--- src/common/utc_map.vh ---
// Constants for the transmit/receive command byte layer of the transceiver.
// Assumes the includer is a module of this block; definitions only.
`ifndef UTC_MAP_VH
`define UTC_MAP_VH
`define UTC_CODE_HI      7
`define UTC_CODE_LO      6
`define UTC_PAY_HI       5
`define UTC_PAY_LO       0
`define UTC_CODE_IDLE    2'b00
`define UTC_CODE_TX      2'b01
`define UTC_CODE_WR      2'b10
`define UTC_CODE_RD      2'b11
`define UTC_PAY_EXT      6'h2f
`define UTC_PAY_ZERO     6'h00
`define UTC_BUS_IDLE     8'h00
`define UTC_LS_SE0       2'b00
`define UTC_LS_J         2'b01
`define UTC_LS_K         2'b10
`define UTC_LS_SE1       2'b11
`define UTC_VB_END       2'b00
`define UTC_VB_LOW       2'b01
`define UTC_VB_SESS      2'b10
`define UTC_VB_AVLD      2'b11
`define UTC_EV_NONE      2'b00
`define UTC_EV_ACT       2'b01
`define UTC_EV_ERR       2'b11
`define UTC_EV_DISC      2'b10
`define UTC_BIT_ID       6
`define UTC_BIT_ALT      7
`define UTC_FIFO_DEPTH   4
`define UTC_FIFO_AW      2
`define UTC_WARM         2'b11
`endif

--- src/hw/utc_codec.v ---
// Command/status byte layer of the transceiver side of the link bus.
// Assumes the bus clock LINK_CLK and all line inputs are asynchronous to
// CLOCK; they pass two flip-flops and LINK_CLK edges are found by sampling.
`timescale 1ns/10ps
`include "utc_map.vh"
module utc_codec (
  // Clock and reset
  input  wire       CLOCK,
  input  wire       RST_B,
  // Link bus
  input  wire       LINK_CLK,
  input  wire [7:0] DATA_IN,
  output reg  [7:0] DATA_OUT,
  output wire [7:0] DATA_OE_B,
  input  wire       STP,
  output reg        DIR,
  output reg        NXT,
  // Line and analog status
  input  wire       DP_LINE,
  input  wire       DM_LINE,
  input  wire       SQUELCH,
  input  wire       HS_DIFF_OUT,
  input  wire       SESS_END,
  input  wire       SESS_VLD,
  input  wire       A_VBUS_VLD,
  input  wire       B_VALID,
  input  wire       ID_PIN,
  input  wire       RX_ACTIVE,
  input  wire       RX_ERROR,
  input  wire       HOST_DISC,
  // Configuration
  input  wire [1:0] XCVR_SELECT,
  input  wire       TERM_SELECT,
  input  wire       BVALID_RISE_EN,
  input  wire       BVALID_FALL_EN,
  input  wire       STATUS_QUIET,
  // Decoded command results
  output reg        TX_START,
  output reg        TX_NOPID,
  output reg  [3:0] TX_PID,
  output reg        REG_WRITE,
  output reg        REG_READ,
  output reg        REG_EXT,
  output reg  [7:0] REG_ADDR,
  output reg  [7:0] REG_WDATA,
  output reg        REG_STB,
  output reg  [7:0] TX_DATA,
  output reg        TX_DATA_STB,
  output reg        TX_END
);
  localparam S_IDLE = 5'b00001;
  localparam S_ADDR = 5'b00010;
  localparam S_WDAT = 5'b00100;
  localparam S_TX   = 5'b01000;
  localparam S_STAT = 5'b10000;

  // Two-flop synchronisers for every asynchronous input
  wire [21:0] raw_in = {LINK_CLK, DATA_IN, STP, DP_LINE, DM_LINE, SQUELCH,
                        HS_DIFF_OUT, SESS_END, SESS_VLD, A_VBUS_VLD,
                        B_VALID, ID_PIN, RX_ACTIVE, RX_ERROR, HOST_DISC};
  reg  [21:0] sync1;
  reg  [21:0] sync2;
  always @(posedge CLOCK or negedge RST_B) begin
    if (!RST_B) begin
      sync1 <= 22'h000000;
      sync2 <= 22'h000000;
    end else begin
      sync1 <= raw_in;
      sync2 <= sync1;
    end
  end
  wire       lclk  = sync2[21];
  wire [7:0] data  = sync2[20:13];
  wire       stp   = sync2[12];
  wire       dp    = sync2[11];
  wire       dm    = sync2[10];
  wire       squel = sync2[9];
  wire       hsd   = sync2[8];
  wire       s_end = sync2[7];
  wire       s_vld = sync2[6];
  wire       a_vld = sync2[5];
  wire       bval  = sync2[4];
  wire       id_l  = sync2[3];
  wire       rxa   = sync2[2];
  wire       rxe   = sync2[1];
  wire       hdis  = sync2[0];

  reg  lclk_d;
  reg  bval_d;
  wire lrise = lclk && !lclk_d;
  always @(posedge CLOCK or negedge RST_B) begin
    if (!RST_B) begin
      lclk_d <= 1'b0;
      bval_d <= 1'b0;
    end else begin
      lclk_d <= lclk;
      bval_d <= bval;
    end
  end

  // Line state encoding by speed mode
  reg [1:0] line_state;
  always @* begin
    if (XCVR_SELECT == 2'b00 && !TERM_SELECT)
      line_state = squel ? `UTC_LS_SE0 : 2'b01;
    else if (XCVR_SELECT == 2'b00)
      line_state = squel ? 2'b00 : (hsd ? 2'b01 : 2'b10);
    else
      line_state = {dm, dp};
  end

  reg [1:0] vbus_state;
  always @* begin
    if (a_vld)
      vbus_state = `UTC_VB_AVLD;
    else if (s_vld)
      vbus_state = `UTC_VB_SESS;
    else if (!s_end)
      vbus_state = `UTC_VB_LOW;
    else
      vbus_state = `UTC_VB_END;
  end

  reg [1:0] rx_event;
  always @* begin
    if (hdis)
      rx_event = `UTC_EV_DISC;
    else if (rxa && rxe)
      rx_event = `UTC_EV_ERR;
    else if (rxa)
      rx_event = `UTC_EV_ACT;
    else
      rx_event = `UTC_EV_NONE;
  end

  // Status tracking waits until the synchronisers and edge flops hold
  // real pin levels, so no byte reports their reset contents
  reg  [1:0] warm;
  wire       armed = (warm == `UTC_WARM);
  always @(posedge CLOCK or negedge RST_B) begin
    if (!RST_B)
      warm <= 2'b00;
    else if (!armed)
      warm <= warm + 2'b01;
  end

  // Alternate interrupt bit marks an enabled session-valid edge
  wire alternate_interrupt_bit = armed && ((BVALID_RISE_EN && bval && !bval_d) ||
                 (BVALID_FALL_EN && !bval && bval_d));
  wire [6:0] fields = {id_l, rx_event, vbus_state, line_state};
  reg  [6:0] last_fields;
  reg        alt_pend;
  // An edge that met a full queue is kept until it can be queued, but is dropped while STATUS_QUIET is set
  wire       alt_bit = alternate_interrupt_bit || alt_pend;
  wire       change = armed &&
                      ((fields != last_fields) || alt_bit);

  // Status bytes queue here until the bus is free to turn around
  wire       q_ready;
  wire       st_valid;
  reg        st_take;
  wire [7:0] st_byte;
  wire [7:0] new_status = {alt_bit, fields};
  // While quiet no status byte is queued
  wire       q_push = change && !STATUS_QUIET;

  utc_fifo #(
    .WIDTH (8),
    .DEPTH (`UTC_FIFO_DEPTH),
    .AW    (`UTC_FIFO_AW)
  ) u_status_q (
    .clk       (CLOCK),
    .rst_b     (RST_B),
    .in_valid  (q_push),
    .in_ready  (q_ready),
    .in_data   (new_status),
    .out_valid (st_valid),
    .out_ready (st_take),
    .out_data  (st_byte)
  );

  // Fields are only marked reported once queued; a full queue retries
  always @(posedge CLOCK or negedge RST_B) begin
    if (!RST_B) begin
      last_fields <= 7'h00;
      alt_pend    <= 1'b0;
    end else begin
      // While quiet the last reported value is kept: a change that is gone
      // again by the exit sends nothing, one that stays is sent then
      if (armed && q_ready && !STATUS_QUIET)
        last_fields <= fields;
      alt_pend <= alt_bit && !q_ready && !STATUS_QUIET;
    end
  end

  reg [4:0] state;
  reg [4:0] next_state;
  reg       tx_run;
  assign DATA_OE_B = DIR ? 8'h00 : 8'hff;

  wire [1:0] code = data[`UTC_CODE_HI:`UTC_CODE_LO];
  wire [5:0] pay  = data[`UTC_PAY_HI:`UTC_PAY_LO];

  always @* begin
    next_state = state;
    st_take    = 1'b0;
    case (state)
      S_IDLE: begin
        if (lrise && data[3:0] == 4'h0 && code == `UTC_CODE_IDLE &&
            st_valid)
          next_state = S_STAT;
        else if (lrise && code == `UTC_CODE_TX)
          next_state = S_TX;
        else if (lrise && code == `UTC_CODE_WR)
          next_state = (pay == `UTC_PAY_EXT) ? S_ADDR : S_WDAT;
        else if (lrise && code == `UTC_CODE_RD && pay == `UTC_PAY_EXT)
          next_state = S_ADDR;
      end
      S_ADDR: begin
        if (lrise)
          next_state = REG_WRITE ? S_WDAT : S_IDLE;
      end
      S_WDAT: begin
        if (lrise)
          next_state = S_IDLE;
      end
      S_TX: begin
        if (lrise && stp)
          next_state = S_IDLE;
      end
      S_STAT: begin
        if (lrise) begin
          st_take = 1'b1;
          next_state = S_IDLE;
        end
      end
      default: next_state = S_IDLE;
    endcase
  end

  always @(posedge CLOCK or negedge RST_B) begin
    if (!RST_B) begin
      state       <= S_IDLE;
      DIR         <= 1'b0;
      NXT         <= 1'b0;
      DATA_OUT    <= `UTC_BUS_IDLE;
      TX_START    <= 1'b0;
      TX_NOPID    <= 1'b0;
      TX_PID      <= 4'h0;
      REG_WRITE   <= 1'b0;
      REG_READ    <= 1'b0;
      REG_EXT     <= 1'b0;
      REG_ADDR    <= 8'h00;
      REG_WDATA   <= 8'h00;
      REG_STB     <= 1'b0;
      TX_DATA     <= 8'h00;
      TX_DATA_STB <= 1'b0;
      TX_END      <= 1'b0;
      tx_run      <= 1'b0;
    end else begin
      state       <= next_state;
      TX_START    <= 1'b0;
      REG_STB     <= 1'b0;
      TX_DATA_STB <= 1'b0;
      TX_END      <= 1'b0;
      if (lrise) begin
        NXT <= 1'b0;
        DIR <= (next_state == S_STAT);
        if (next_state == S_STAT)
          DATA_OUT <= st_byte;
        if (state == S_STAT)
          DATA_OUT <= `UTC_BUS_IDLE;
      end
      if (state == S_IDLE && lrise && data[3:0] != 4'h0 ||
          state == S_IDLE && lrise && code != `UTC_CODE_IDLE) begin
        NXT       <= 1'b1;
        REG_WRITE <= (code == `UTC_CODE_WR);
        REG_READ  <= (code == `UTC_CODE_RD);
        tx_run    <= 1'b0;
        REG_EXT   <= (code[1] && pay == `UTC_PAY_EXT);
        REG_ADDR  <= {2'b00, pay};
        TX_NOPID  <= (code == `UTC_CODE_TX && pay == `UTC_PAY_ZERO);
        TX_PID    <= data[3:0];
        if (code == `UTC_CODE_RD && pay != `UTC_PAY_EXT)
          REG_STB <= 1'b1;
      end
      if (state == S_ADDR && lrise) begin
        REG_ADDR <= data;
        NXT      <= REG_WRITE;
        if (REG_READ)
          REG_STB <= 1'b1;
      end
      if (state == S_WDAT && lrise) begin
        REG_WDATA <= data;
        REG_STB   <= 1'b1;
      end
      if (state == S_TX && lrise) begin
        if (stp) begin
          TX_END <= 1'b1;
        end else begin
          // TX_START only pulses once the first data byte after the command is taken
          if (!tx_run)
            TX_START <= 1'b1;
          tx_run      <= 1'b1;
          TX_DATA     <= data;
          TX_DATA_STB <= 1'b1;
          NXT         <= 1'b1;
        end
      end
    end
  end
endmodule // utc_codec

--- src/hw/utc_fifo.v ---
// Small synchronous FIFO with valid/ready on both sides.
// Assumes one clock and an active-low asynchronous reset.
`timescale 1ns/10ps
module utc_fifo #(
  parameter WIDTH = 8,
  parameter DEPTH = 4,
  parameter AW    = 2
) (
  // Clock and reset
  input  wire             clk,
  input  wire             rst_b,
  // Fill side
  input  wire             in_valid,
  output wire             in_ready,
  input  wire [WIDTH-1:0] in_data,
  // Drain side
  output wire             out_valid,
  input  wire             out_ready,
  output reg  [WIDTH-1:0] out_data
);
  reg [WIDTH-1:0] mem [0:DEPTH-1];
  reg [AW-1:0]    wr_ptr;
  reg [AW-1:0]    rd_ptr;
  reg [AW:0]      count;
  reg             out_full;
  wire            push;
  wire            pop;
  wire            load;

  assign in_ready  = (count != DEPTH[AW:0]);
  assign push      = in_valid && in_ready;
  // Output register refills whenever empty or being taken
  assign load      = (count != {(AW+1){1'b0}}) && (!out_full || out_ready);
  assign pop       = load;
  assign out_valid = out_full;

  always @(posedge clk) begin
    if (push)
      mem[wr_ptr] <= in_data;
  end

  always @(posedge clk or negedge rst_b) begin
    if (!rst_b) begin
      wr_ptr   <= {AW{1'b0}};
      rd_ptr   <= {AW{1'b0}};
      count    <= {(AW+1){1'b0}};
      out_full <= 1'b0;
      out_data <= {WIDTH{1'b0}};
    end else begin
      if (push)
        wr_ptr <= wr_ptr + 1'b1;
      if (pop) begin
        rd_ptr   <= rd_ptr + 1'b1;
        out_data <= mem[rd_ptr];
      end
      if (push && !pop)
        count <= count + 1'b1;
      else if (pop && !push)
        count <= count - 1'b1;
      if (load)
        out_full <= 1'b1;
      else if (out_ready)
        out_full <= 1'b0;
    end
  end
endmodule // utc_fifo

--- config.mk ---
export PLATFORM = sky130hd
export DESIGN_NAME = utc_codec
export DESIGN_NICKNAME = d
export VERILOG_FILES = /design/src/hw/utc_codec.v /design/src/hw/utc_fifo.v
export VERILOG_INCLUDE_DIRS = /design/src /design/src/common
export SDC_FILE = /design/constraint.sdc
export NUM_CORES = 1
export LEC_CHECK = 0
export BUFFER_PORTS_ARGS = -buffer_cell sky130_fd_sc_hd__clkbuf_2
export CELL_PAD_IN_SITES_DETAIL_PLACEMENT = 1
export CELL_PAD_IN_SITES_GLOBAL_PLACEMENT = 1
export CORE_AREA = 2 2 123 125
export DETAILED_ROUTE_END_ITERATION = 16
export DIE_AREA = 0 0 125 127
export PLACE_DENSITY = 0.82
export SYNTH_ARGS = -nofsm -noshare
export SYNTH_HDL_FRONTEND = slang
export SYNTH_SLANG_ARGS = --single-unit
--- constraint.sdc ---
create_clock -name CLOCK -period 2.3 [get_ports CLOCK]
set_input_delay 0.345 -clock CLOCK [delete_from_list [all_inputs] [get_ports CLOCK]]
set_output_delay 0.345 -clock CLOCK [all_outputs]
set_load 0.005 [all_outputs]
# [Yosys cells after proc, flatten, opt, wreduce, memory -nomap -nowiden]
# Memory sizes are Yosys's and may differ from the RTL's. A register that Yosys moved wholly into a read port is not among the register bits.
# Index checks and enable logic that the tools add are counted.
# Widths: inputs -> output; s select.
[op_classes] addsub=5 multipliers=0 n_div=0 n_lt_le_gt_ge=0 n_eq_ne=14 shift=0 mux=54 bitwise_logic=1 reduce_logical=64
[op_table] cell="$mux 8" count=5
[op_table] cell="$logic_and 1x1->1" count=35
[op_table] cell="$mux 5" count=7
[op_table] cell="$mux 1" count=29
[op_table] cell="$pmux 5 s4" count=1
[op_table] cell="$mux 2" count=8
[op_table] cell="$mux 3" count=4
[op_table] cell="$eq 5x5->1 const B" count=2
[op_table] cell="$logic_not 1->1" count=10
[op_table] cell="$reduce_bool 2->1" count=5
[op_table] cell="$ne 7x7->1" count=1
[op_table] cell="$add 2x1->2 const B" count=3
[op_table] cell="$eq 2x2->1 const B" count=3
[op_table] cell="$eq 6x6->1 const B" count=1
[op_table] cell="$logic_not 6->1" count=1
[op_table] cell="$ne 6x6->1 const B" count=1
[op_table] cell="$eq 5x1->1 const B" count=1
[op_table] cell="$eq 5x2->1 const B" count=1
[op_table] cell="$eq 5x3->1 const B" count=1
[op_table] cell="$eq 5x4->1 const B" count=1
[op_table] cell="$logic_or 1x1->1" count=5
[op_table] cell="$logic_not 2->1" count=2
[op_table] cell="$logic_not 4->1" count=1
[op_table] cell="$reduce_and 2->1" count=2
[op_table] cell="8 further kinds" count=8
[word_totals] ff_bits=116 latch_bits=0 mem_bits_rw=32 mem_bits_ro=0 input_bits=30 out_inout_bits=54 word_cells=167 mem_count=1
[mem_list] memory="u_status_q.mem" depth=4 word_bits=8 rd=1 rd_clocked_by_memory_dff=1 wr=1 line_no="utc_fifo.v:21" rtl="reg [WIDTH-1:0] mem [0:DEPTH-1];"

# [Longest topological paths before layout]
# Gate-level depths: netlist (run 1).
[logic_depth] depth_word=14 ltp_mapped=12 ltp_nobuf=11

# [By module]
# Synthesis (run 1) repeated with hierarchy kept, for this count alone.
[hier_totals] cells_unflattened=407 area_unflattened_um2=6039.5
[by_module_without_submodules] mod="utc_codec" n_inst=1 cells_each=309 area_per_inst_um2=4100.2 seq_area_each_um2=2703.8
[by_module_without_submodules] mod="utc_fifo" n_inst=1 cells_each=98 area_per_inst_um2=1939.4 seq_area_each_um2=1361.3

# [Least setup slack after synthesis (run 1)]
# No wires, ideal clock.
[synth_timing] path_type="register -> register" start="register warm[0]" end="register u_status_q.count[2]" setup_time_ns=0.079 arrival_ns=2.322 required_time_ns=2.221 setup_slack_ns=-0.101 stages_incl_launch_ff=11 n_path_buf=1 period_less_slack_ns=2.401 cell_sequence="dfrtp_1 ha_1 and3b_1 clkbuf_1 o31a_1 ha_1 inv_1 fa_1 xor2_1 nor2_1 xor2_1"
[synth_via] elab_chain_len=10 word_cells_on_any_way=12 cone_classes="eq/ne (1); mux (1); reduce/logical (10)"
[synth_rtl] item="from (decl)" line_no="utc_codec.v:138" rtl="reg [1:0] warm;"
[synth_rtl] item="from (signal assigned)" line_no="utc_codec.v:144" rtl="warm <= warm + 2'b01;"
[synth_rtl] item="$eq 2x2->1 (no source line) (*)"
[synth_rtl] item="$logic_and 1x1->1" line_no="utc_codec.v:148" rtl="wire alternate_interrupt_bit = armed && ((BVALID_RISE_EN && bval && !bval_d) ||"
[synth_rtl] item="$logic_or 1x1->1" line_no="utc_codec.v:154" rtl="wire alt_bit = alternate_interrupt_bit || alt_pend;"
[synth_rtl] item="$logic_or 1x1->1" line_no="utc_codec.v:156" rtl="((fields != last_fields) || alt_bit);"
[synth_rtl] item="$logic_and 1x1->1 (*)" line_no="utc_codec.v:155" rtl="wire change = armed &&"
[synth_rtl] item="$logic_and 1x1->1 (*)" line_no="utc_codec.v:165" rtl="wire q_push = change && !STATUS_QUIET;"
[synth_rtl] item="$logic_and 1x1->1 (*)" line_no="utc_fifo.v:31" rtl="assign push = in_valid && in_ready;"
[synth_rtl] item="named net u_status_q.push" line_no="utc_fifo.v:26" rtl="wire push;"
[synth_rtl] item="$logic_not 1->1" line_no="utc_fifo.v:58" rtl="else if (pop && !push)"
[synth_rtl] item="$logic_and 1x1->1" line_no="utc_fifo.v:58"
[synth_rtl] item="$reduce_bool 2->1 (no source line)"
[synth_rtl] item="to (signal assigned)" line_no="utc_fifo.v:46" rtl="count <= {(AW+1){1'b0}};"
[synth_rtl] item="to (signal assigned)" line_no="utc_fifo.v:57" rtl="count <= count + 1'b1;"
[synth_rtl] item="to (signal assigned)" line_no="utc_fifo.v:59" rtl="count <= count - 1'b1;"
[synth_rtl] item="to (decl)" line_no="utc_fifo.v:24" rtl="reg [AW:0] count;"
# The timed path passes the listed nets; every way through them passes the cells marked *.
# A chain may end at the register's enable or synchronous reset.

# [Final worst setup path (run 1)]
[layout_timing] start="register sync2[6]" end="register u_status_q.count[1]"
[layout_via] elab_chain_len=10 word_cells_on_any_way=12 cone_classes="eq/ne (1); mux (3); reduce/logical (8)"
[layout_rtl] item="from (decl)" line_no="utc_codec.v:62" rtl="reg [21:0] sync2;"
[layout_rtl] item="from (signal assigned)" line_no="utc_codec.v:69" rtl="sync2 <= sync1;"
[layout_rtl] item="$mux 2 (*)" line_no="utc_codec.v:116" rtl="else if (s_vld)"
[layout_rtl] item="$mux 2 (*)" line_no="utc_codec.v:114" rtl="if (a_vld)"
[layout_rtl] item="named net u_status_q.in_data[2]" line_no="utc_fifo.v:15" rtl="input wire [WIDTH-1:0] in_data,"
[layout_rtl] item="$ne 7x7->1 (*)" line_no="utc_codec.v:156"
[layout_rtl] item="$logic_or 1x1->1 (*)" line_no="utc_codec.v:156"
[layout_rtl] item="$logic_and 1x1->1 (*)" line_no="utc_codec.v:155"
[layout_rtl] item="$logic_and 1x1->1 (*)" line_no="utc_codec.v:165"
[layout_rtl] item="$logic_and 1x1->1 (*)" line_no="utc_fifo.v:31"
[layout_rtl] item="named net u_status_q.push" line_no="utc_fifo.v:26"
[layout_rtl] item="$logic_not 1->1" line_no="utc_fifo.v:58"
[layout_rtl] item="$logic_and 1x1->1" line_no="utc_fifo.v:58"
[layout_rtl] item="$reduce_bool 2->1 (no source line)"
# Marks and branches as above.

==> results of run 1 <==
-- flip-flops by register name, indices dropped and copies added (netlist names), 8 cells and up --
register             flops
TX_DATA                  8
REG_WDATA                8
DATA_OUT                 8
REG_ADDR                 8
u_status_q.out_data      8
sync2                   22
u_status_q.mem          32
sync1                   22
-- power breakdown --
part	switching, mW	total [mW]	internal [mW]
combinational	0.440	0.859	0.418
sequential	0.193	3.36	3.16
clock	1.05	2.84	1.79
-- cell families (layout without fill, tap and decap cells) --
kind of cell	count (synthesis)	count (layout)	synth area share [%]
adder cells (fa/ha/maj)	7	7	1.593
XOR/XNOR	15	15	2.201
AO/OA/AOI/OAI	45	45	5.429
AND/OR/NAND/NOR	102	102	9.306
buffers and inverters	31	156	2.808
flip-flops	156	156	68.10
multiplexers	46	46	10.56
-- cells in the mapped netlist, types with 6 or more instances --
| library cell | number |
|---|---|
| buf_4 | 7 |
| mux2_2 | 17 |
| xor2_1 | 9 |
| o21ai_2 | 8 |
| a21oi_1 | 8 |
| mux4_2 | 8 |
| dfrtp_1 | 123 |
| inv_1 | 10 |
| mux2_4 | 6 |
| ha_1 | 6 |
| mux2_1 | 15 |
| nor2_1 | 12 |
| edfxtp_1 | 32 |
| nand2_1 | 46 |
| xnor2_1 | 6 |
| nor2b_1 | 6 |
-- path summary, 6_finish.rpt --
| check | startpoint | endpoint | slack (ns) | depth (start not counted) |
|---|---|---|---|---|
| setup / recovery | sync2[6]$_DFF_PN0_ | u_status_q.count[1]$_DFFE_PN0P_ | 0.03 | 8 |
| hold / removal | HOST_DISC | sync1[0]$_DFF_PN0_ | 0.03 | 1 |
| setup reg to reg | sync2[6]$_DFF_PN0_ | u_status_q.count[1]$_DFFE_PN0P_ | 0.03 | 8 |
| hold reg to reg | sync1[13]$_DFF_PN0_ | sync2[13]$_DFF_PN0_ | 0.35 | 0 |
| max in group asynchronous | RST_B | sync1[19]$_DFF_PN0_ | 1.45 | 3 |
| min in group asynchronous | RST_B | sync1[3]$_DFF_PN0_ | 0.26 | 2 |
-- layout make-up --
type                    instances  area (um^2)
fillers                      1468         7018
clock inverters                11        140.1
clock buffers                  21        471.7
repair buffers                112        663.1
well taps                     184        230.2
multi-input cells             215         1790
flip-flops and latches        156         4065
inverters                      12        45.04
-- placed cells by master, fill, tap and decap left out, types with 4 or more instances in the layout --
| cell | count |
|---|---|
| mux2_1 | 15 |
| ha_1 | 5 |
| xnor2_1 | 6 |
| o21ai_0 | 5 |
| dfrtp_1 | 123 |
| o21ai_2 | 9 |
| mux2_2 | 17 |
| mux2_4 | 6 |
| a21oi_1 | 6 |
| xor2_1 | 9 |
| mux4_2 | 8 |
| edfxtp_1 | 32 |
| nor3_1 | 4 |
| buf_4 | 27 |
| clkbuf_16 | 18 |
| inv_1 | 9 |
| nor2b_1 | 4 |
| nor2_1 | 12 |
| clkbuf_2 | 82 |
| nand2_1 | 46 |
-- per-stage QoR --
stage	setup WS (ns)	power [mW]	utilization, %
6_report	0.02555	7.057	51.34
5_1_grt	-0.08654	7.364	51.34
4_1_cts	-0.0006350	7.121	51.21
3_5_place_dp	-0.1021	4.245	46.77
3_3_place_gp	0.001829	4.160	46.77
2_1_floorplan	-0.01404	3.855	-
-- per-layer routing --
| metal | vias to the layer above | routed length, um | part of all wire, % | track usage [%] |
|---|---|---|---|---|
| met5 | - | 0 | 0 | 0 |
| met3 | 28 | 361 | 2.9 | 3.853 |
| li1 | 1630 | - | - | - |
| met1 | 1842 | 5043 | 40 | 18.78 |
| met4 | 0 | 363 | 2.9 | 8.301 |
| met2 | 73 | 6776 | 54 | 30.31 |
-- repair_timing --
action,CTS,global route
endpoints found under the hold margin,70,0
resized for setup,1,5
setup buffers,2,1
hold buffers,1,0
gates cloned,0,0
pin swaps,2,1
endpoints found under the setup margin,2,12
==> qor.txt, run 1 <==
Number of antenna violations at the first check in global routing - 0
Post-DP HPWL - 8638 um
Relative area change from synthesis to final layout - 24.06%
Net count reported at finish - 551
Crit path capture type - register
Die H - 127 um
DIE AREA - 15880 um^2
Buffers on Ports - 83
Relative slew slack - 62.23%
Critical setup path kind - reg2reg
Io pins - 84
Synthesized netlist net count - 439
# rows - 44
Final instance count without filler cells - 711
Syn. warnings - 0
Period minus WS final - 2.274 ns
Post-synthesis instance area - 5969 um^2
Clock root buffer - clkbuf_16
Number of inserted diodes - 0
Cell Count Post-Placement - 675
Die width - 125 um
Detailed-route wire length - 12540 um
Initial drt markers - 140
Post-synth EDFFs - 32
Fmax achieved - 0.4397 GHz
Register bit total from synthesis - 156
Async set or reset register ratio after synthesis - 79.49%
Hold crit path type - in2reg
CTS HTree Levels - 4
Routability congestion estimate from global placement - 0.7730
Cells along the critical path - o21bai_1 -> xnor2_1 -> nand4_1 -> o31a_1 -> ha_4 -> inv_2 -> fa_1 -> mux2_2
Delay of the slowest cell on the worst path - 0.40 ns
DRC Markers - 0
CTS max path bufs - 2
Crit path buf inv count - 1
Number of violations of the max-capacitance limit - 0
Vias after detailed routing - 3573
Number of iterations in the first detailed-routing pass - 4
CTS tree - done
Top-area cell type share of the netlist area - 51.56%
Average instance area after synthesis - 14.85 um^2
Final non-filler cell area - 7406 um^2
Fin Hold WS - 0.02794 ns
Avg WL per Cell - 17.64 um
Power per Cell Area - 952.9 nW/um^2
Sum of negative setup slack - 0 ns
Result of the run - completed
Clk sinks - 156
CP delay by family, top - adder cells
Worst path required time - 2.60 ns
Fraction of final layout cells with drive strength greater than 1 - 38.71%
Starting density of the core - 41.39%
Post-place instance area - 6746 um^2
Final slew viol count - 0
Routed vias/inst - 5.025
Number of buffers created by CTS - 17
Sequential area share after synthesis - 68.10%
Peak supply drop - 0.0004647 V
Clock latency on the worst-skew pair - 0.42 ns
Total of endpoints with negative setup slack in the final report - 0
Vias in the first global route - 4085
Startpoint type of the worst setup path - register
Main synth FF type - dfrtp_1
Yosys top cell by area - dfrtp_1
Clock tree skew after final layout - 0.004585 ns
Final hold viol count - 0
Top cells by area, synth - dfrtp_1 52%, edfxtp_1 16%, mux2_2 3.2%
Antenna violation net count after detailed routing - 0
Critical path data arrival time - 2.58 ns
Setup repair after global routing missed its margin - true
Cell count after synthesis - 402
Combined global-route utilization of all metal layers - 16.79%
Slew of the pin with the lowest slew margin - 0.5666 ns
Core Region - 14420 um^2
Share of the clock period used by the worst path after layout - 98.89%
Crit-path max FO - 2
Wire length of the first global-routing pass - 20690 um
Slowest library cell on the worst path - fa_1
Unique masters post-synth - 59
P_leak - 3.365 nW
Global route overflow - 0
CTS clk-pin slew, worst paths - 0.06 ns
Largest net degree at the start of global routing - 79
(Power assumes the default switching activity.)
==> run 2, diff against run 1 <==
Settings changed: ABC_CLOCK_PERIOD_IN_PS set to 2350, CORE_AREA 2 2 123 125 to 2 2 117 119, DIE_AREA 0 0 125 127 to 0 0 119 121, PLACE_DENSITY 0.82 to 0.86, SYNTH_HIERARCHICAL set to 1.
Clock period 2.3 ns to 2.35 ns, I/O delays scaled along.
==> run 2 against run 1 <==
The flow now finishes with violations (negative setup slack). Area after synthesis grew 1.2%. Clock-buffer cell count decreased by 2. Die area shrank 9.3%. Worst hold slack worse by 0.0022 ns. Combinational power grew 54%. Utilization up 6.6 points. Sequential power up 4%. Global-route usage increased by 4.5 points. Non-clock buffer count rose by 14. Synthesized cell count grew 1.2%. Via count increased by 5.0%. Largest power group unchanged.
==> qor.txt, run 2 <==
Result of the run - finished, violations left
Failing checks - negative setup slack
Yosys top cell by area - dfrtp_1
Crit-path max FO - 3 (+1)
Antenna violation net count after detailed routing - 0 (unchanged)
Global route overflow - 0 (unchanged)
Register-to-Register Setup Slack - -0.09 ns (-0.12 ns)
Number of iterations in the first detailed-routing pass - 4 (unchanged)
Routed vias/inst - 5.242 (+4.3%)
Post-synthesis instance area - 6040 um^2 (+1.2%)
Slowest library cell on the worst path - fa_2
Fraction of final layout cells with drive strength greater than 1 - 42.41% (+3.7 points)
CTS max path bufs - 2 (unchanged)
Post-place instance area - 6818 um^2 (+1.1%)
Detailed-route wire length - 13880 um (+11%)
Crit path capture type - register
Most common cell after layout, fill and taps aside - dfrtp_1
Buffers on Ports - 83 (unchanged)
Core Region - 13090 um^2 (-9.3%)
Number of inserted diodes - 0 (unchanged)
Period minus WS final - 2.441 ns (+0.1669 ns)
Power per Cell Area - 1011 nW/um^2 (+6.1%)
P_leak - 3.426 nW (+1.8%)
Avg WL per Cell - 19.38 um (+9.9%)
Vias after detailed routing - 3753 (+5.0%)
Clock tree skew after final layout - 0.008600 ns (+0.004016 ns)
CTS HTree Levels - 4 (unchanged)
Critical path data arrival time - 2.76 ns (+0.18 ns)
Most used standard cell by instance count after synthesis - dfrtp_1
# rows - 42 (-4.5%)
Number of buffers created by CTS - 17 (unchanged)
CTS clk-pin slew, worst paths - 0.07 ns (about the same)
Fmax achieved - 0.4096 GHz (-6.8%)
Slew of the pin with the lowest slew margin - 0.5803 ns (+0.01368 ns)
Final slew viol count - 0 (unchanged)
Share of the clock period used by the worst path after layout - 103.9% (+5.0 points)
DRC Markers - 0 (unchanged)
RR Endpoint - u_status_q/count[1]$_DFFE_PN0P_
Async set or reset register ratio after synthesis - 79.49% (unchanged)
Setup repair after global routing missed its margin - true
Origin of the critical flop-to-flop path - warm[0]$_DFFE_PN0N_
Met3 WL post-DR - 563 um (+56%)
Total of endpoints with negative setup slack in the final report - 2 (+2)
Hold Path Origin - DATA_IN[0]
Synth cell count leaders - 123 x dfrtp_1, 32 x edfxtp_1, 26 x mux2_2
Cell count after synthesis - 407 (+1.2%)
Wire length of the first global-routing pass - 22980 um (+11%)
Combined global-route utilization of all metal layers - 21.34% (+4.5 points)
Critical setup path kind - reg2reg
Met2 layer wire length in the routed design - 7615 um (+12%)
Main synth FF type - dfrtp_1
Register bit total from synthesis - 156 (unchanged)
Worst path required time - 2.67 ns (+0.07 ns)
Io pins - 84 (unchanged)
Top routing layer in use - met4
Peak supply drop - 0.0006435 V (+38%)
Largest net degree at the start of global routing - 62 (-22%)
Routability congestion estimate from global placement - 0.7800 (+0.91%)
Final non-filler cell area - 7584 um^2 (+2.4%)
M1 wire length - 5330 um (+5.7%)
Starting density of the core - 46.16% (+4.8 points)
Clk sinks - 156 (unchanged)
Unique masters post-synth - 62 (+5.1%)
Net count reported at finish - 564 (+2.4%)
Clock latency on the worst-skew pair - 0.43 ns (about the same)
Post-layout utilization of the core - 57.96% (+6.6 points)
Top-area cell type share of the netlist area - 50.96% (-0.60 points)
Final hold viol count - 0 (unchanged)
Number of violations of the max-capacitance limit - 0 (unchanged)
Die H - 121 um (-4.7%)
Largest register by flop count - u_status_q/mem
Delay of the slowest cell on the worst path - 0.43 ns (+0.03 ns)
Post-synth EDFFs - 32 (unchanged)
Die width - 119 um (-4.8%)
Syn. warnings - 6 (+6)
CTS tree - done
Relative area change from synthesis to final layout - 25.56%
Startpoint type of the worst setup path - register
Synthesized netlist net count - 444 (+1.1%)
Initial drt markers - 191 (+36%)
Relative slew slack - 61.02% (-1.2 points)
Sequential area share after synthesis - 67.31% (-0.79 points)
DIE AREA - 14400 um^2 (-9.3%)
CP delay by family, top - adder cells
Biggest registers after layout - u_status_q/mem x32, sync1 x22, sync2 x22
Hold path depth - 1 (unchanged)
Post-DP HPWL - 9437 um (+9.2%)
Max reg flops - 32 (unchanged)
Vias in the first global route - 4315 (+5.6%)
Number of antenna violations at the first check in global routing - 0 (unchanged)
Setup slack after layout - -0.09133 ns (-0.1169 ns)
Min-Delay Endpoint - sync1[13]$_DFF_PN0_
Reg2Reg Depth - 10 (+2)
Cells along the critical path - ha_2 -> nand4b_1 -> nand3b_1 -> nor4_2 -> a41oi_1 -> a21boi_4 -> ha_4 -> inv_2 -> fa_2 -> mux2_4
Clock root buffer - clkbuf_16
Average instance area after synthesis - 14.84 um^2 (about the same)
Top cells by area, synth - dfrtp_1 51%, edfxtp_1 16%, mux2_2 4.8%
Hold crit path type - in2reg
Commonest cells after routing, fill and taps aside - 123 x dfrtp_1, 82 x clkbuf_2, 41 x buf_4
Crit path buf inv count - 1 (unchanged)
-- run 2: cell types whose count changed in the layout (fill, tap and decap cells not counted), moves of 5 or more --
cell,before,now
a21oi_1,6,1
o21ai_2,9,1
nand3_1,3,16
mux2_4,6,13
buf_4,27,41
o21ai_0,5,14
mux2_1,15,0
mux2_2,17,25
nand2_1,46,21
-- run 2: what timing repair did --
action	CTS	global route
pin swaps	7	3
resized for setup	5	6
setup buffers	16	2
hold endpoints to repair	35	0
gates cloned	0	0
hold buffers	1	0
setup endpoints to repair	2	39
-- run 2: per-layer routing --
| metal | GRT usage [%] | up-vias |
|---|---|---|
| met4 | 8.482 | 0 |
| li1 | - | 1689 |
| met3 | 6.955 | 31 |
| met2 | 39.01 | 98 |
| met1 | 22.76 | 1935 |
| met5 | 0 | - |
-- run 2: report_power, final --
group / switching (mW) / internal [mW] / total, mW
logic: 0.640 / 0.685 / 1.32
registers: 0.298 / 3.21 / 3.51
clock network: 1.16 / 1.68 / 2.83
total: 2.09 / 5.57 / 7.67
-- run 2: final cells by class --
class / instances / area [um^2]
clock inverter: 13 / 156.4
sequential: 156 / 4065
timing repair buffer: 126 / 768.2
clock buffer: 19 / 464.2
multi-input combinational: 214 / 1862
fill: 1284 / 5502
tap: 176 / 220.2
inverter: 12 / 47.55
-- run 2: kinds of logic after synthesis --
logic type               synth area share, %
buffers and inverters                  3.170
AO/OA/AOI/OAI                          5.428
flip-flops                             67.31
adder cells (fa/ha/maj)                1.574
XOR/XNOR                               2.175
multiplexers                           11.15
AND/OR/NAND/NOR                        9.199
-- run 2: metrics by stage --
step / setup TNS (ns) / hold WS (ns) / cells / total power [mW] / setup slack [ns]
3_3_place_gp: -0.2944 / 0.3331 / 669 / 4.639 / -0.1416
3_5_place_dp: -4.404 / 0.3385 / 669 / 4.789 / -0.3461
2_1_floorplan: -0.1180 / 0.05691 / 407 / 4.200 / -0.05910
6_report: -0.1659 / 0.02573 / 716 / 7.666 / -0.09133
4_1_cts: -0.1168 / 0.006104 / 718 / 7.738 / -0.07021
5_1_grt: -1.065 / 0.00004374 / 716 / 8.009 / -0.2683
-- run 2: how the worst max path moves through the flow --
stage          cells after the start  slack, ns           startpoint                         endpoint
2_1_floorplan                     12      -0.06  sync2[21]$_DFF_PN0_  u_status_q/count[1]$_DFFE_PN0P_
3_3_place_gp                      12      -0.14       XCVR_SELECT[1]  u_status_q/count[2]$_DFFE_PN0P_
3_5_place_dp                      12      -0.35       XCVR_SELECT[1]  u_status_q/count[2]$_DFFE_PN0P_
4_1_cts                           10      -0.07   sync2[9]$_DFF_PN0_  u_status_q/count[2]$_DFFE_PN0P_
5_1_grt                           10      -0.27   sync2[9]$_DFF_PN0_  u_status_q/count[2]$_DFFE_PN0P_
6_report                          10      -0.09  warm[0]$_DFFE_PN0N_  u_status_q/count[1]$_DFFE_PN0P_
==> run 3, diff against run 2 <==
Settings changed: BUFFER_PORTS_ARGS -buffer_cell sky130_fd_sc_hd__clkbuf_2 to not set, CELL_PAD_IN_SITES_DETAIL_PLACEMENT 1 to not set, CELL_PAD_IN_SITES_GLOBAL_PLACEMENT 1 to not set, DONT_BUFFER_PORTS set to 1, PLACE_DENSITY 0.86 to 0.7, REMOVE_ABC_BUFFERS set to 1.
==> run 3 against run 2 <==
Flip-flop and latch count unchanged. Clock skew increased by 0.0033 ns. Setup slack improved by 0.019 ns. Register-to-register slack improved by 0.02 ns. Cell count decreased by 10%. The flow finishes with violations (negative hold slack, negative setup slack). Clock power about the same. Fmax increased by 0.78%. Total power decreased by 3.9%. Die area unchanged.
==> qor.txt, run 3 (synthesis results as in run 2) <==
Result of the run - finished, violations left
Failing checks - negative hold slack, negative setup slack
Initial drt markers - 316 (+65%)
Most common cell after layout, fill and taps aside - dfrtp_1
Clk sinks - 156 (unchanged)
Worst setup path startpoint - warm[0]$_DFFE_PN0N_
Setup repair after global routing missed its margin - true
CTS tree - done
Core Region - 13090 um^2 (unchanged)
Routability congestion estimate from global placement - 0.8165 (+4.7%)
DRC Markers - 0 (unchanged)
Buffers on Ports - 0 (-100%)
Origin of the critical flop-to-flop path - warm[0]$_DFFE_PN0N_
Crit-path max FO - 4 (+1)
Crit path buf inv count - 1 (unchanged)
Cells along the critical path - ha_2 -> nand4b_1 -> nand3b_1 -> nor4_2 -> a41oi_1 -> a21boi_2 -> ha_2 -> inv_2 -> fa_2 -> mux2_4
Vias after detailed routing - 3373 (-10%)
Largest register by flop count - u_status_q/mem
Endpoint of the most critical setup path - u_status_q/count[1]$_DFFE_PN0P_
Fin Hold WS - -0.3712 ns (-0.3970 ns)
Fmax achieved - 0.4128 GHz (+0.78%)
Sum of negative setup slack - -0.07243 ns (+0.09350 ns)
Avg WL per Cell - 16.98 um (-12%)
Global route overflow - 0 (unchanged)
Net count reported at finish - 492 (-13%)
Switching share of total power - 24.58% (-2.7 points)
Clock tree skew after final layout - 0.01187 ns (+0.003267 ns)
Slowest library cell on the worst path - fa_2
Final hold viol count - 124 (+124)
Clock group share of total power - 38.5% (+1.5 points)
Setup slack after layout - -0.07243 ns (+0.01890 ns)
Startpoint type of the worst setup path - register
Die width - 119 um (unchanged)
Post-layout total power - 7.371 mW (-3.9%)
RR Endpoint - u_status_q/count[1]$_DFFE_PN0P_
Register share of total power - 47.7% (+2.0 points)
P_leak - 3.096 nW (-9.6%)
Post-DP HPWL - 7316 um (-22%)
Routed vias/inst - 5.238 (about the same)
P_int - 5.559 mW (-0.24%)
Max reg flops - 32 (unchanged)
Critical setup path kind - reg2reg
Relative area change from synthesis to final layout - 20.57%
Number of iterations in the first detailed-routing pass - 6 (+2)
Largest net degree at the start of global routing - 125 (+100%)
Final non-filler cell area - 7282 um^2 (-4.0%)
Starting density of the core - 46.16% (unchanged)
Biggest registers after layout - u_status_q/mem x32, sync1 x22, sync2 x22
Final slew viol count - 0 (unchanged)
Number of inserted diodes - 0 (unchanged)
Share of the clock period used by the worst path after layout - 103.1% (-0.80 points)
CTS HTree Levels - 4 (unchanged)
Die H - 121 um (unchanged)
Critical path data arrival time - 2.72 ns (-0.04 ns)
Period minus WS final - 2.422 ns (-0.01890 ns)
Vias in the first global route - 3547 (-18%)
Number of buffers created by CTS - 17 (unchanged)
Combined global-route utilization of all metal layers - 16.48% (-4.9 points)
Post-place instance area - 6369 um^2 (-6.6%)
Crit path capture type - register
CP delay by family, top - adder cells
Comb power frac - 13.9% (-3.4 points)
Peak supply drop - 0.0006785 V (+5.4%)
Wire length of the first global-routing pass - 18030 um (-22%)
Relative slew slack - 60.57% (-0.45 points)
Clock latency on the worst-skew pair - 0.42 ns (about the same)
Io pins - 84 (unchanged)
CTS clk-pin slew, worst paths - 0.06 ns (about the same)
Most prevalent standard cell on the critical path - ha_2
Slew of the pin with the lowest slew margin - 0.5870 ns (+0.006690 ns)
Detailed-route wire length - 10930 um (-21%)
Number of cells on the critical path - 10 (unchanged)
Total of endpoints with negative setup slack in the final report - 1 (-1)
Register-to-Register Setup Slack - -0.07 ns (+0.02 ns)
DIE AREA - 14400 um^2 (unchanged)
Fraction of final layout cells with drive strength greater than 1 - 27.56% (-15 points)
Power per Cell Area - 1012 nW/um^2 (+0.12%)
CTS max path bufs - 2 (unchanged)
Antenna violation net count after detailed routing - 0 (unchanged)
# rows - 42 (unchanged)
Hold crit path type - in2async
Reg2Reg Depth - 10 (unchanged)
Commonest cells after routing, fill and taps aside - 123 x dfrtp_1, 32 x edfxtp_1, 28 x buf_4
Reported net switching power - 1.812 mW (-13%)
Clock root buffer - clkbuf_16
Number of violations of the max-capacitance limit - 0 (unchanged)
Hold buffer count at cts - 23 (+22)
Worst path required time - 2.65 ns (-0.02 ns)
Number of antenna violations at the first check in global routing - 0 (unchanged)
Delay of the slowest cell on the worst path - 0.42 ns (about the same)
run 3: cell types whose count changed in the layout (fill, tap and decap cells not counted), sizes merged:
| cell | before | now |
|---|---|---|
| buf | 43 | 31 |
| bufinv | 2 | 4 |
| dlygate4sd3 | 1 | 23 |
| clkbuf | 101 | 18 |
| clkinvlp | 3 | 2 |
| inv | 16 | 15 |
| clkinv | 4 | 5 |
run 3: worst min-delay path by stage:
stage	depth (start not counted)	end
after floorplan	0	DATA_OUT[0]$_DFFE_PN0P_
after global routing	0	sync2[21]$_DFF_PN0_
final	0	DATA_OUT[4]$_DFFE_PN0P_
after detailed placement	0	DATA_OUT[5]$_DFFE_PN0P_
after global placement	0	sync1[21]$_DFF_PN0_
after CTS	0	last_fields[4]$_DFFE_PN0P_
run 3: power groups by stage:
stage | Clock (mW) | Combinational (mW) | Sequential [mW]
3_3_place_gp | 0 | 0.919 | 3.54
2_1_floorplan | 0 | 0.668 | 3.48
5_1_grt | 3.00 | 1.13 | 3.56
3_5_place_dp | 0 | 0.969 | 3.56
4_1_cts | 2.90 | 1.02 | 3.52
6_report | 2.84 | 1.02 | 3.51
run 3: what timing repair did:
action,in CTS,in global routing
endpoints found under the hold margin,147,124
resized for setup,9,3
pin swaps,8,6
setup endpoints to repair,2,2
setup buffers,2,0
run 3: final cells by class:
cell class | count | area [um^2]
Clock buffer | 18 | 429.2
Clock inverter | 14 | 192.7
Fill cell | 998 | 5803
Inverter | 12 | 45.04
Multi-Input combinational cell | 214 | 1829
Sequential cell | 156 | 4065
Tap cell | 176 | 220.2
Timing Repair Buffer | 54 | 500.5
run 3: per-layer routing:
layer | global-route usage, % | share of wire, % | vias to the layer above
met5 | 0 | 0 | -
met4 | 7.068 | 1.2 | 0
met3 | 5.545 | 5.4 | 10
met2 | 26.94 | 52 | 101
met1 | 20.06 | 42 | 1720
li1 | - | - | 1542
run 3: stage by stage:
stage | cells | setup WS (ns) | utilization [%]
CTS | 644 | -0.03157 | 55.58
floorplan | 382 | -0.3781 | -
finish | 644 | -0.07243 | 55.65
global route | 644 | -0.1867 | 55.65
detailed placement | 587 | -0.2501 | 48.67
global placement | 587 | -0.1698 | 48.67
run 3: worst reg2reg max path, stage by stage (launching register included):
cell	delay, ns
dfrtp_1	0.38
ha_2	0.21
nand4b_1	0.10
nand3b_1	0.12
nor4_2	0.24
a41oi_1	0.14
a21boi_2	0.18
ha_2	0.18
inv_2	0.05
fa_2	0.42
mux2_4	0.28
